**config.mk**
```make
export PLATFORM = sky130hd
export DESIGN_NAME = sca_cell_assembler
export DESIGN_NICKNAME = d
export VERILOG_FILES = /design/src/hdl/sca_cell_assembler.v
export VERILOG_INCLUDE_DIRS = /design/src /design/src/hdl
export SDC_FILE = /design/constraint.sdc
export NUM_CORES = 2
export LEC_CHECK = 0
export ABC_AREA = 1
export BUFFER_PORTS_ARGS = -buffer_cell sky130_fd_sc_hd__buf_2
export CORE_MARGIN = 10
export CORE_UTILIZATION = 30
export DETAILED_ROUTE_END_ITERATION = 8
export SYNTH_ARGS = -nofsm -noshare
export SYNTH_HDL_FRONTEND = slang
export SYNTH_SLANG_ARGS = --single-unit
export TNS_END_PERCENT = 1
```
**constraint.sdc**
```tcl
create_clock -name clk -period 9.3 [get_ports clk]
set_clock_uncertainty 0.15 [all_clocks]
set_input_delay 2.79 -clock clk [delete_from_list [all_inputs] [get_ports clk]]
set_output_delay 2.79 -clock clk [all_outputs]
set_load 0.05 [all_outputs]
```
**src/hdl/sca_defs.vh**
```
// constants of the switch cell assembler
`ifndef SCA_DEFS_VH
`define SCA_DEFS_VH
`define SCA_NPORT        4
`define SCA_LB_PORT      2'd3
`define SCA_CELL_WORDS   3'd4
`define SCA_IFH_BYTES    6'd36
`define SCA_MIN_FRAME    16'h0040
`define SCA_LEAD_WORDS   4'h2
`define SCA_STK_TYPE     16'h8880
`define SCA_INJ_WORD     32'h8880_000B
`define SCA_CTRL_TYPE    16'h8808
`define SCA_OP_PAUSE     16'h0001
`define SCA_OP_PFC       16'h0101
`define SCA_CTRL_DA_HI   32'h0180_C200
`define SCA_CTRL_DA_LO   16'h0001
`define SCA_CLK_NS       20
`define SCA_AGE_NS       200000
// register byte offsets
`define SCA_REG_SETUP0   8'h00
`define SCA_REG_STICKY   8'h10
`define SCA_REG_MASK     8'h14
`define SCA_REG_STAT0    8'h20
// port_setup fields
`define SCA_F_NOLEAD     0
`define SCA_F_DROPLEAD   1
`define SCA_F_FILL       2
`define SCA_F_POL_LO     3
`define SCA_F_SEL_LO     5
`define SCA_F_STACK      7
`define SCA_F_STATDIS    8
`define SCA_SETUP_RST    9'h000
// port_sticky_status fields
`define SCA_S_PREFIX_LO  0
`define SCA_S_AGED_LO    4
// injection prefix and drop policy codes
`define SCA_SEL_NONE     2'h0
`define SCA_SEL_SHORT    2'h1
`define SCA_SEL_LONG     2'h2
`define SCA_POL_NONE     2'h0
`define SCA_POL_DROPBAD  2'h1
`define SCA_POL_DROPGOOD 2'h2
`endif

```
**src/hdl/sca_cell_assembler.v**
```verilog
// switch cell assembler: word bus and loopback into cells, pause, pfc, stats, wishbone registers
`timescale 1ns/1ps
`include "sca_defs.vh"
// Operation
// - pack port words into cells on cell bus
// - loopback from rewriter enters as a port
// - first cell reserves 36-byte frame header
// - stacking port tag moved into header
// - detected stack header stripped into header
// - serve ports in queue system calendar order
// - pause frames forwarded to disassembler
// - pfc priority pause forwarded to queues
// - count statistics for low-speed ports only
// - preamble expected unless no-lead-in set
// - fill enabled pads short frames to 64
// - unfinished frame closed by aborted eof cell
// - aged fragment sets per-port sticky bit
// - injection prefix mismatch sets sticky bit
// - prefix select long, short or none
// - drop policy none, non-compliant, compliant
// - drop-lead-in discards preamble before injection
module sca_cell_assembler #(
   parameter AGE_CYCLES = `SCA_AGE_NS / `SCA_CLK_NS
) (
   input  wire         clk,
   input  wire         rst,
   input  wire         wb_cyc_i,
   input  wire         wb_stb_i,
   input  wire         wb_we_i,
   input  wire [7:0]   wb_adr_i,
   input  wire [3:0]   wb_sel_i,
   input  wire [31:0]  wb_dat_i,
   output reg  [31:0]  wb_dat_o,
   output reg          wb_ack_o,
   output wire         irq,
   input  wire         inValid,
   input  wire [1:0]   inPort,
   input  wire [31:0]  inData,
   input  wire         inSof,
   input  wire         inEof,
   input  wire [1:0]   inBytes,
   output wire         inReady,
   input  wire         lbValid,
   input  wire [31:0]  lbData,
   input  wire         lbSof,
   input  wire         lbEof,
   input  wire [1:0]   lbBytes,
   output wire         lbReady,
   input  wire [3:0]   portDown,
   input  wire [3:0]   portLowSpeed,
   input  wire         calValid,
   input  wire [1:0]   calPort,
   output wire         calReady,
   output reg          cellValid,
   input  wire         cellReady,
   output reg  [1:0]   cellPort,
   output reg  [127:0] cellData,
   output reg  [2:0]   cellWords,
   output reg          cellSof,
   output reg          cellEof,
   output reg          cellAbort,
   output reg          cellInject,
   output reg  [5:0]   cellHdrRoom,
   output reg  [31:0]  cellStackTag,
   output reg  [15:0]  cellFrameBytes,
   output reg          pauseValid,
   output reg  [1:0]   pausePort,
   output reg  [15:0]  pauseQuanta,
   output reg          pfcValid,
   output reg  [1:0]   pfcPort,
   output reg  [7:0]   pfcPrioMask,
   output reg  [15:0]  pfcTime
);
   integer i;
   integer j;
   integer k;
   reg  [8:0]  setup_q [0:3];
   reg  [7:0]  sticky_q;
   reg  [7:0]  mask_q;
   reg  [31:0] stat_q [0:3];
   reg  [31:0] mem_q [0:15];
   reg  [3:0]  actv_q, pend_q, pSof_q, pEof_q, pAbt_q, pInj_q;
   reg  [3:0]  sofSeen_q, stk_q, inj_q, bad_q, ctl_q;
   reg  [1:0]  fill_q [0:3];
   reg  [3:0]  widx_q [0:3];
   reg  [15:0] bytes_q [0:3];
   reg  [2:0]  pCnt_q [0:3];
   reg  [15:0] pLen_q [0:3];
   reg  [31:0] tag_q [0:3];
   reg  [15:0] op_q [0:3];
   wire [3:0]  ageHit;

   // source select: loopback has priority over the port word bus
   wire        useLb  = lbValid;
   wire [1:0]  src    = useLb ? `SCA_LB_PORT : inPort;
   wire [31:0] wData  = useLb ? lbData : inData;
   wire        wSof   = useLb ? lbSof : inSof;
   wire        wEof   = useLb ? lbEof : inEof;
   wire [1:0]  wBytes = useLb ? lbBytes : inBytes;
   wire        acc    = (useLb || inValid) && !pend_q[src];
   assign lbReady = !pend_q[`SCA_LB_PORT];
   assign inReady = !useLb && !pend_q[inPort];

   // per-port configuration of the current source
   wire [8:0] cfg     = setup_q[src];
   wire [1:0] injSel  = cfg[`SCA_F_SEL_LO+1:`SCA_F_SEL_LO];
   wire [1:0] injPol  = cfg[`SCA_F_POL_LO+1:`SCA_F_POL_LO];
   wire       strip   = !cfg[`SCA_F_NOLEAD] || (cfg[`SCA_F_DROPLEAD] && injSel != `SCA_SEL_NONE);
   wire [3:0] widx    = wSof ? 4'h0 : widx_q[src];
   wire [3:0] eIdx    = widx - (strip ? `SCA_LEAD_WORDS : 4'h0);
   wire       inLead  = strip && (widx < `SCA_LEAD_WORDS);
   wire       stkNow  = cfg[`SCA_F_STACK] && injSel == `SCA_SEL_NONE && eIdx == 4'h3
                        && wData[31:16] == `SCA_STK_TYPE;
   wire       stkMode = !wSof && stk_q[src];
   wire       inStk   = stkNow || (stkMode && (eIdx == 4'h4 || eIdx == 4'h5));
   wire       chkNow  = !inLead && ((injSel == `SCA_SEL_SHORT && eIdx == 4'h3) ||
                        (injSel == `SCA_SEL_LONG && eIdx == 4'h4));
   wire       drop    = inLead || inStk || (acc && !wSof && !actv_q[src]);
   wire [1:0] fill    = wSof ? 2'd0 : fill_q[src];
   wire [15:0] addB   = (wEof && wBytes != 2'd0) ? {14'h0000, wBytes} : 16'h0004;
   wire [15:0] newLen = (wSof ? 16'h0000 : bytes_q[src]) + (drop ? 16'h0000 : addB);
   wire [15:0] padLen = (cfg[`SCA_F_FILL] && newLen < `SCA_MIN_FRAME) ? `SCA_MIN_FRAME : newLen;
   wire       injBad  = chkNow && wData != `SCA_INJ_WORD;
   wire       badFrm  = injBad || (!wSof && bad_q[src]);
   wire       goodFrm = (chkNow && !injBad) || (!wSof && inj_q[src]);
   wire       polDrop = (injPol == `SCA_POL_DROPBAD && badFrm) ||
                        (injPol == `SCA_POL_DROPGOOD && goodFrm);
   wire       ctlNow  = !inLead && eIdx == 4'h3 && wData[31:16] == `SCA_CTRL_TYPE &&
                        (wSof ? 1'b0 : ctl_q[src]);
   wire       cellFull = !drop && fill == (`SCA_CELL_WORDS - 3'd1);

   // per-port fragment ageing counters
   genvar g;
   generate
      for (g = 0; g < `SCA_NPORT; g = g + 1) begin : gAge
         reg [15:0] age_q;
         always @(posedge clk) begin
            if (rst || !actv_q[g] || (acc && src == g))
               age_q <= 16'h0000;
            else if (age_q != AGE_CYCLES[15:0])
               age_q <= age_q + 16'h0001;
         end
         assign ageHit[g] = actv_q[g] && (portDown[g] || age_q == AGE_CYCLES[15:0]);
      end
   endgenerate

   // calendar driven cell output
   wire outFree = !cellValid || cellReady;
   wire load    = outFree && calValid && pend_q[calPort];
   assign calReady = outFree;

   // wishbone slave, one wait state
   wire        wbReq  = wb_cyc_i && wb_stb_i && !wb_ack_o;
   wire        wbWr   = wbReq && wb_we_i;
   wire [31:0] wMask  = {{8{wb_sel_i[3]}}, {8{wb_sel_i[2]}}, {8{wb_sel_i[1]}}, {8{wb_sel_i[0]}}};
   wire [31:0] wbVal  = wb_dat_i & wMask;
   wire        isSet  = wb_adr_i[7:4] == 4'h0;
   wire        isStat = wb_adr_i[7:4] == 4'h2;
   wire [1:0]  rIdx   = wb_adr_i[3:2];
   reg  [7:0]  stSet;
   reg  [3:0]  statInc;

   assign irq = |(sticky_q & mask_q);

   always @* begin
      stSet   = 8'h00;
      statInc = 4'h0;
      if (acc && injBad)
         stSet[`SCA_S_PREFIX_LO + src] = 1'b1;
      // policy-dropped frames are not counted as good frames
      if (acc && wEof && (wSof || actv_q[src]) && !drop && !polDrop && portLowSpeed[src] &&
          !cfg[`SCA_F_STATDIS])
         statInc[src] = 1'b1;
      for (i = 0; i < `SCA_NPORT; i = i + 1)
         if (ageHit[i] && !pend_q[i] && !(acc && src == i))
            stSet[`SCA_S_AGED_LO + i] = 1'b1;
   end

   always @(posedge clk) begin
      if (rst) begin
         wb_ack_o <= 1'b0;
         wb_dat_o <= 32'h0000_0000;
         sticky_q <= 8'h00;
         mask_q   <= 8'h00;
         for (j = 0; j < `SCA_NPORT; j = j + 1) begin
            setup_q[j] <= `SCA_SETUP_RST;
            stat_q[j]  <= 32'h0000_0000;
         end
      end else begin
         wb_ack_o <= wbReq;
         wb_dat_o <= 32'h0000_0000;
         if (wbReq && !wb_we_i) begin
            if (isSet)
               wb_dat_o <= {23'h00_0000, setup_q[rIdx]};
            else if (isStat)
               wb_dat_o <= stat_q[rIdx];
            else if (wb_adr_i == `SCA_REG_STICKY)
               wb_dat_o <= {24'h00_0000, sticky_q};
            else if (wb_adr_i == `SCA_REG_MASK)
               wb_dat_o <= {24'h00_0000, mask_q};
         end
         if (wbWr && isSet)
            setup_q[rIdx] <= (setup_q[rIdx] & ~wMask[8:0]) | wbVal[8:0];
         if (wbWr && wb_adr_i == `SCA_REG_MASK)
            mask_q <= (mask_q & ~wMask[7:0]) | wbVal[7:0];
         // set wins over a same-cycle write-one clear
         sticky_q <= (sticky_q & ~((wbWr && wb_adr_i == `SCA_REG_STICKY) ? wbVal[7:0] : 8'h00))
                     | stSet;
         for (j = 0; j < `SCA_NPORT; j = j + 1) begin
            if (wbWr && isStat && rIdx == j)
               stat_q[j] <= (stat_q[j] & ~wMask) | wbVal;
            else if (statInc[j])
               stat_q[j] <= stat_q[j] + 32'h0000_0001;
         end
      end
   end

   // frame assembly per port
   always @(posedge clk) begin
      if (rst) begin
         actv_q      <= 4'h0;
         pend_q      <= 4'h0;
         pSof_q      <= 4'h0;
         pEof_q      <= 4'h0;
         pAbt_q      <= 4'h0;
         pInj_q      <= 4'h0;
         sofSeen_q   <= 4'h0;
         stk_q       <= 4'h0;
         inj_q       <= 4'h0;
         bad_q       <= 4'h0;
         ctl_q       <= 4'h0;
         pauseValid  <= 1'b0;
         pausePort   <= 2'h0;
         pauseQuanta <= 16'h0000;
         pfcValid    <= 1'b0;
         pfcPort     <= 2'h0;
         pfcPrioMask <= 8'h00;
         pfcTime     <= 16'h0000;
         for (k = 0; k < `SCA_NPORT; k = k + 1) begin
            fill_q[k]  <= 2'h0;
            widx_q[k]  <= 4'h0;
            bytes_q[k] <= 16'h0000;
            pCnt_q[k]  <= 3'h0;
            pLen_q[k]  <= 16'h0000;
            tag_q[k]   <= 32'h0000_0000;
            op_q[k]    <= 16'h0000;
         end
      end else begin
         pauseValid <= 1'b0;
         pfcValid   <= 1'b0;
         if (load)
            pend_q[calPort] <= 1'b0;
         for (k = 0; k < `SCA_NPORT; k = k + 1)
            if (ageHit[k] && !pend_q[k] && !(acc && src == k)) begin
               pend_q[k] <= 1'b1;
               pEof_q[k] <= 1'b1;
               pAbt_q[k] <= 1'b1;
               pSof_q[k] <= sofSeen_q[k];
               pInj_q[k] <= inj_q[k];
               pCnt_q[k] <= {1'b0, fill_q[k]};
               pLen_q[k] <= bytes_q[k];
               actv_q[k] <= 1'b0;
               fill_q[k] <= 2'd0;
            end
         if (acc && !(drop && !wSof && !actv_q[src])) begin
            if (wSof) begin
               sofSeen_q[src] <= 1'b1;
               stk_q[src] <= 1'b0;
               inj_q[src] <= 1'b0;
               bad_q[src] <= 1'b0;
               tag_q[src] <= 32'h0000_0000;
            end
            actv_q[src]  <= !wEof;
            widx_q[src]  <= (widx == 4'hF) ? widx : widx + 4'h1;
            bytes_q[src] <= newLen;
            if (stkNow)
               stk_q[src] <= 1'b1;
            if (stkMode && eIdx == 4'h4)
               tag_q[src] <= wData;
            if (injBad)
               bad_q[src] <= 1'b1;
            if (chkNow && !injBad)
               inj_q[src] <= 1'b1;
            // control frame recognition on destination address and type
            if (!inLead && eIdx == 4'h0)
               ctl_q[src] <= wData == `SCA_CTRL_DA_HI;
            if (!inLead && eIdx == 4'h1)
               ctl_q[src] <= ctl_q[src] && wData[31:16] == `SCA_CTRL_DA_LO;
            if (ctlNow)
               op_q[src] <= wData[15:0];
            if (!inLead && eIdx == 4'h4 && ctl_q[src] && op_q[src] == `SCA_OP_PAUSE && !wSof) begin
               pauseValid  <= 1'b1;
               pausePort   <= src;
               pauseQuanta <= wData[31:16];
            end
            if (!inLead && eIdx == 4'h4 && ctl_q[src] && op_q[src] == `SCA_OP_PFC && !wSof) begin
               pfcValid    <= 1'b1;
               pfcPort     <= src;
               pfcPrioMask <= wData[23:16];
               pfcTime     <= wData[15:0];
            end
            if (ctlNow == 1'b0 && !inLead && eIdx == 4'h3)
               ctl_q[src] <= 1'b0;
            if (!drop)
               mem_q[{src, fill}] <= wData;
            fill_q[src] <= (cellFull || wEof) ? 2'd0 : fill + (drop ? 2'd0 : 2'd1);
            if (cellFull || wEof) begin
               pend_q[src] <= 1'b1;
               pSof_q[src] <= wSof || sofSeen_q[src];
               sofSeen_q[src] <= 1'b0;
               pEof_q[src] <= wEof;
               pAbt_q[src] <= wEof && polDrop;
               pInj_q[src] <= goodFrm;
               pCnt_q[src] <= {1'b0, fill} + (drop ? 3'd0 : 3'd1);
               pLen_q[src] <= wEof ? padLen : newLen;
            end
         end
      end
   end

   // output stage
   always @(posedge clk) begin
      if (rst) begin
         cellValid      <= 1'b0;
         cellPort       <= 2'h0;
         cellData       <= 128'h0;
         cellWords      <= 3'h0;
         cellSof        <= 1'b0;
         cellEof        <= 1'b0;
         cellAbort      <= 1'b0;
         cellInject     <= 1'b0;
         cellHdrRoom    <= 6'h00;
         cellStackTag   <= 32'h0000_0000;
         cellFrameBytes <= 16'h0000;
      end else if (outFree) begin
         cellValid <= load;
         if (load) begin
            cellPort       <= calPort;
            cellData       <= {mem_q[{calPort, 2'd0}], mem_q[{calPort, 2'd1}],
                               mem_q[{calPort, 2'd2}], mem_q[{calPort, 2'd3}]};
            cellWords      <= pCnt_q[calPort];
            cellSof        <= pSof_q[calPort];
            cellEof        <= pEof_q[calPort];
            cellAbort      <= pAbt_q[calPort];
            cellInject     <= pInj_q[calPort];
            cellHdrRoom    <= pSof_q[calPort] ? `SCA_IFH_BYTES : 6'd0;
            cellStackTag   <= tag_q[calPort];
            cellFrameBytes <= pLen_q[calPort];
         end
      end
   end
endmodule // sca_cell_assembler

```
==> reports/qor.yml <==
status:
  status: "complete, no violations"
critical_path:
  worstReg2RegEnd: "pLen_q[3][6]"
  reg2reg_from: "setup_q[3][6]"
  cpMaxStageDelayCell: "inv_4"
  ff2ff_setup_slack_ns: 4.02
  required_ns: 9.69
  cp-start-kind: "input pin"
  max_stage_delay_ns: 0.39
  rr_worst_depth: 29
  cp.arrival_ns: 8.23
  crit_top_cell: "nand2_1"
  worst-setup-path-type: "in -> reg"
  critPathLaunch: "lbValid"
  crit_fanout: 28
  crit_path_end: "pLen_q[3][6]"
  end_kind: "flop"
sta:
  min_period_ns: 7.83
  maxSlewHeadroom_pct: 14.7
  rsz0062_at_grt: "no"
  setup_viol_count_final: 0
  fin_crit_sh_pct: 84.2
  slew_violations: 0
  worstMarginPinSlew_ns: 1.28
  layout_setup_ws_ns: 1.47
  final_hold_viol_count: 0
  fmax_mhz: 128
  fin_setup_tns_ns: 0
synth:
  synth-compound-area-share_pct: 14.4
  syn_area_um2: 61600
  syn_avg_cell_area_um2: 10.3
  muxShareOfSynthArea_pct: 0.0162
  ys_seq_area_share_pct: 62.9
  synth_edf_count: 1032
  synth_xor_area_share_pct: 1.55
  synthArstFlopShare_pct: 0
  ys_types: 65
  ys_warn_count: 0
  synth-seq-cells: 1421
  synth_fa_ha_area_share_pct: 0.438
  synth_top_family_by_area: "simple AND/OR/NAND/NOR gates"
  synthSimpleGateAreaFrac_pct: 14.8
  netlist_instances: 5992
  synthFlopType: "edfxtp_1"
global_route:
  grtUsageMet1_pct: 23.3
  top_usage_layer: "met2"
  grt_pass1_vias: 45700
  grt_use_total_pct: 17.9
  grt_max_degree: 189
  antenna_found_initial: 25
  grt.met3_usage_pct: 3.63
  gr-total-overflow: 0
  grtUsageMet2_pct: 29.0
  grt_pass1_wl_um: 305000
clock_network:
  cts_setup_buffers: 0
  cts-root-buf: "clkbuf_16"
  htreeDepth: 4
  cts.sinks: 1421
  clk_pin_slew_ns: 0.06
  clock_latency_ns: 0.82
  ctsHoldBuffers: 0
  cts.repair.resized: 0
  clock_path_buffers: 3
  cts_tree: "done"
  numCtsBuffers: 153
die:
  ioPinCount: 412
  die_y_um: 473
  coreArea_um2: 205000
  start_util_pct: 30.1
  rows: 166
  dieWidth_um: 473
  dieArea_um2: 224000
drt:
  drc_errors: 0
  vias_per_cell: 5.23
  wl_per_cell_um: 22.9
  drtPass1Iterations: 8
  wirelength_um: 210000
  drt_iter0_drc: 5148
  vias: 48000
  antenna_left: 0
finish:
  post-route-cell-area_um2: 72000
  syn_to_final_growth_pct: 16.8
  drive_above_1_share_pct: 13.7
  final_cell_mix: "edfxtp_1 (1032), nand2_1 (969), nor2_1 (637), inv_1 (552), buf_2 (406)"
  layout_commonest_cell: "edfxtp_1"
  nets: 6504
  finish.utilization_pct: 35.2
pwr:
  powerDensity_nw_per_um2: 202
  peakVddDrop_uv: 191
  p_leak_nw: 26.8
worst_hold_path:
  worstHoldStart: "pEof_q[1]"
  min-delay-path-class: "reg -> reg"
place:
  portBuffers: 407
  placed_area_um2: 66600
  dp_hpwl_um: 142000
  pre_cts_slack_ns: 0.639
  routabilityCongestion: 0.912
job:
  maxCapViolations: 0
-- how the worst min path moves through the flow --
stage	end	slack (ns)	cells after the start
after floorplan	pEof_q[1]	0.28	2
after global placement	pEof_q[1]	0.29	2
after detailed placement	pEof_q[1]	0.30	2
after CTS	pEof_q[1]	0.31	2
after global routing	pauseQuanta[5]	0.34	2
final	pEof_q[1]	0.32	2
-- cell families after synthesis --
group | after synthesis
AO/OA/AOI/OAI | 1404
AND/OR/NAND/NOR | 2135
XOR/XNOR | 109
multiplexers | 1
flip-flops | 1421
other | 1
buffers and inverters | 900
adder cells (fa/ha/maj) | 21
-- sequential cells by signal (all words and copies together) (netlist names), 12 cells and up, named ones only --
register / count
mem_q: 512
cellData: 128
stat_q: 128
tag_q: 128
bytes_q: 64
gAge.age_q: 64
op_q: 64
pLen_q: 64
setup_q: 36
cellStackTag: 32
wb_dat_o: 32
cellFrameBytes: 16
pauseQuanta: 16
pfcTime: 16
widx_q: 16
pCnt_q: 12
-- cell type report --
| class | instances | area, um2 |
|---|---|---|
| clock buffer | 213 | 4250 |
| timing repair buffer | 511 | 2850 |
| clock inverter | 73 | 1090 |
| inverter | 585 | 2220 |
| multi-input combinational | 3674 | 19400 |
| sequential | 1421 | 38800 |
| fill | 20500 | 133000 |
| antenna | 5 | 12.5 |
| tap | 2688 | 3360 |
-- per-layer routing --
metal  share of wire (%)  routed length, um  up-vias
met5               0.028                 58        -
met4                 4.2               8770       12
met1                  41              85300    23400
li1                    -                  -    21800
met3                 9.0              19000      383
met2                  46              97300     2351
-- critical path: cells and delay by family --
family          cells  cell delay (ns)
compound gates      4             0.75
simple gates       17             2.72
xor+xnor            1             0.16
buf+inv             4             0.74
fa+ha+maj           4             1.02
-- per-stage QoR --
stage,hold WS [ns],std cells,power [mW]
after floorplan,0.275,5995,7.83
after global placement,0.294,8879,8.30
after detailed placement,0.303,8879,8.32
after CTS,0.311,9165,14.6
after global routing,0.345,9167,15.0
final,0.319,9170,14.6
-- synth_stat cells, types with 12 or more instances --
cell type	number	area, um2
o22ai_1	38	238
a31oi_1	39	244
o21ai_1	74	370
a221oi_1	191	1670
buf_4	18	135
or2_2	12	75.1
buf_2	27	135
nor2_1	662	2480
a22oi_1	64	480
nand4_1	65	407
nor4_1	36	225
buf_6	15	169
nor2_4	12	135
nand2_2	16	100
buf_1	17	63.8
nor3_1	114	571
o21ai_0	394	1970
o21ai_2	22	193
a21oi_1	360	1800
o21a_1	13	97.6
nand3_1	191	956
ha_1	20	250
a22o_1	182	1590
dfxtp_1	389	7790
xor2_1	91	797
nand2_1	969	3640
edfxtp_1	1032	31000
inv_2	27	101
inv_1	554	2080
clkbuf_1	238	893
xnor2_1	18	158
-- power breakdown --
| group | switching (mW) | total (mW) | internal [mW] | leakage, nW |
|---|---|---|---|---|
| combinational | 0.886 | 1.14 | 0.255 | 11.1 |
| clock | 2.72 | 6.37 | 3.65 | 2.54 |
| sequential | 0.0906 | 7.05 | 6.96 | 13.1 |
Power figures use the tool's default switching activity.
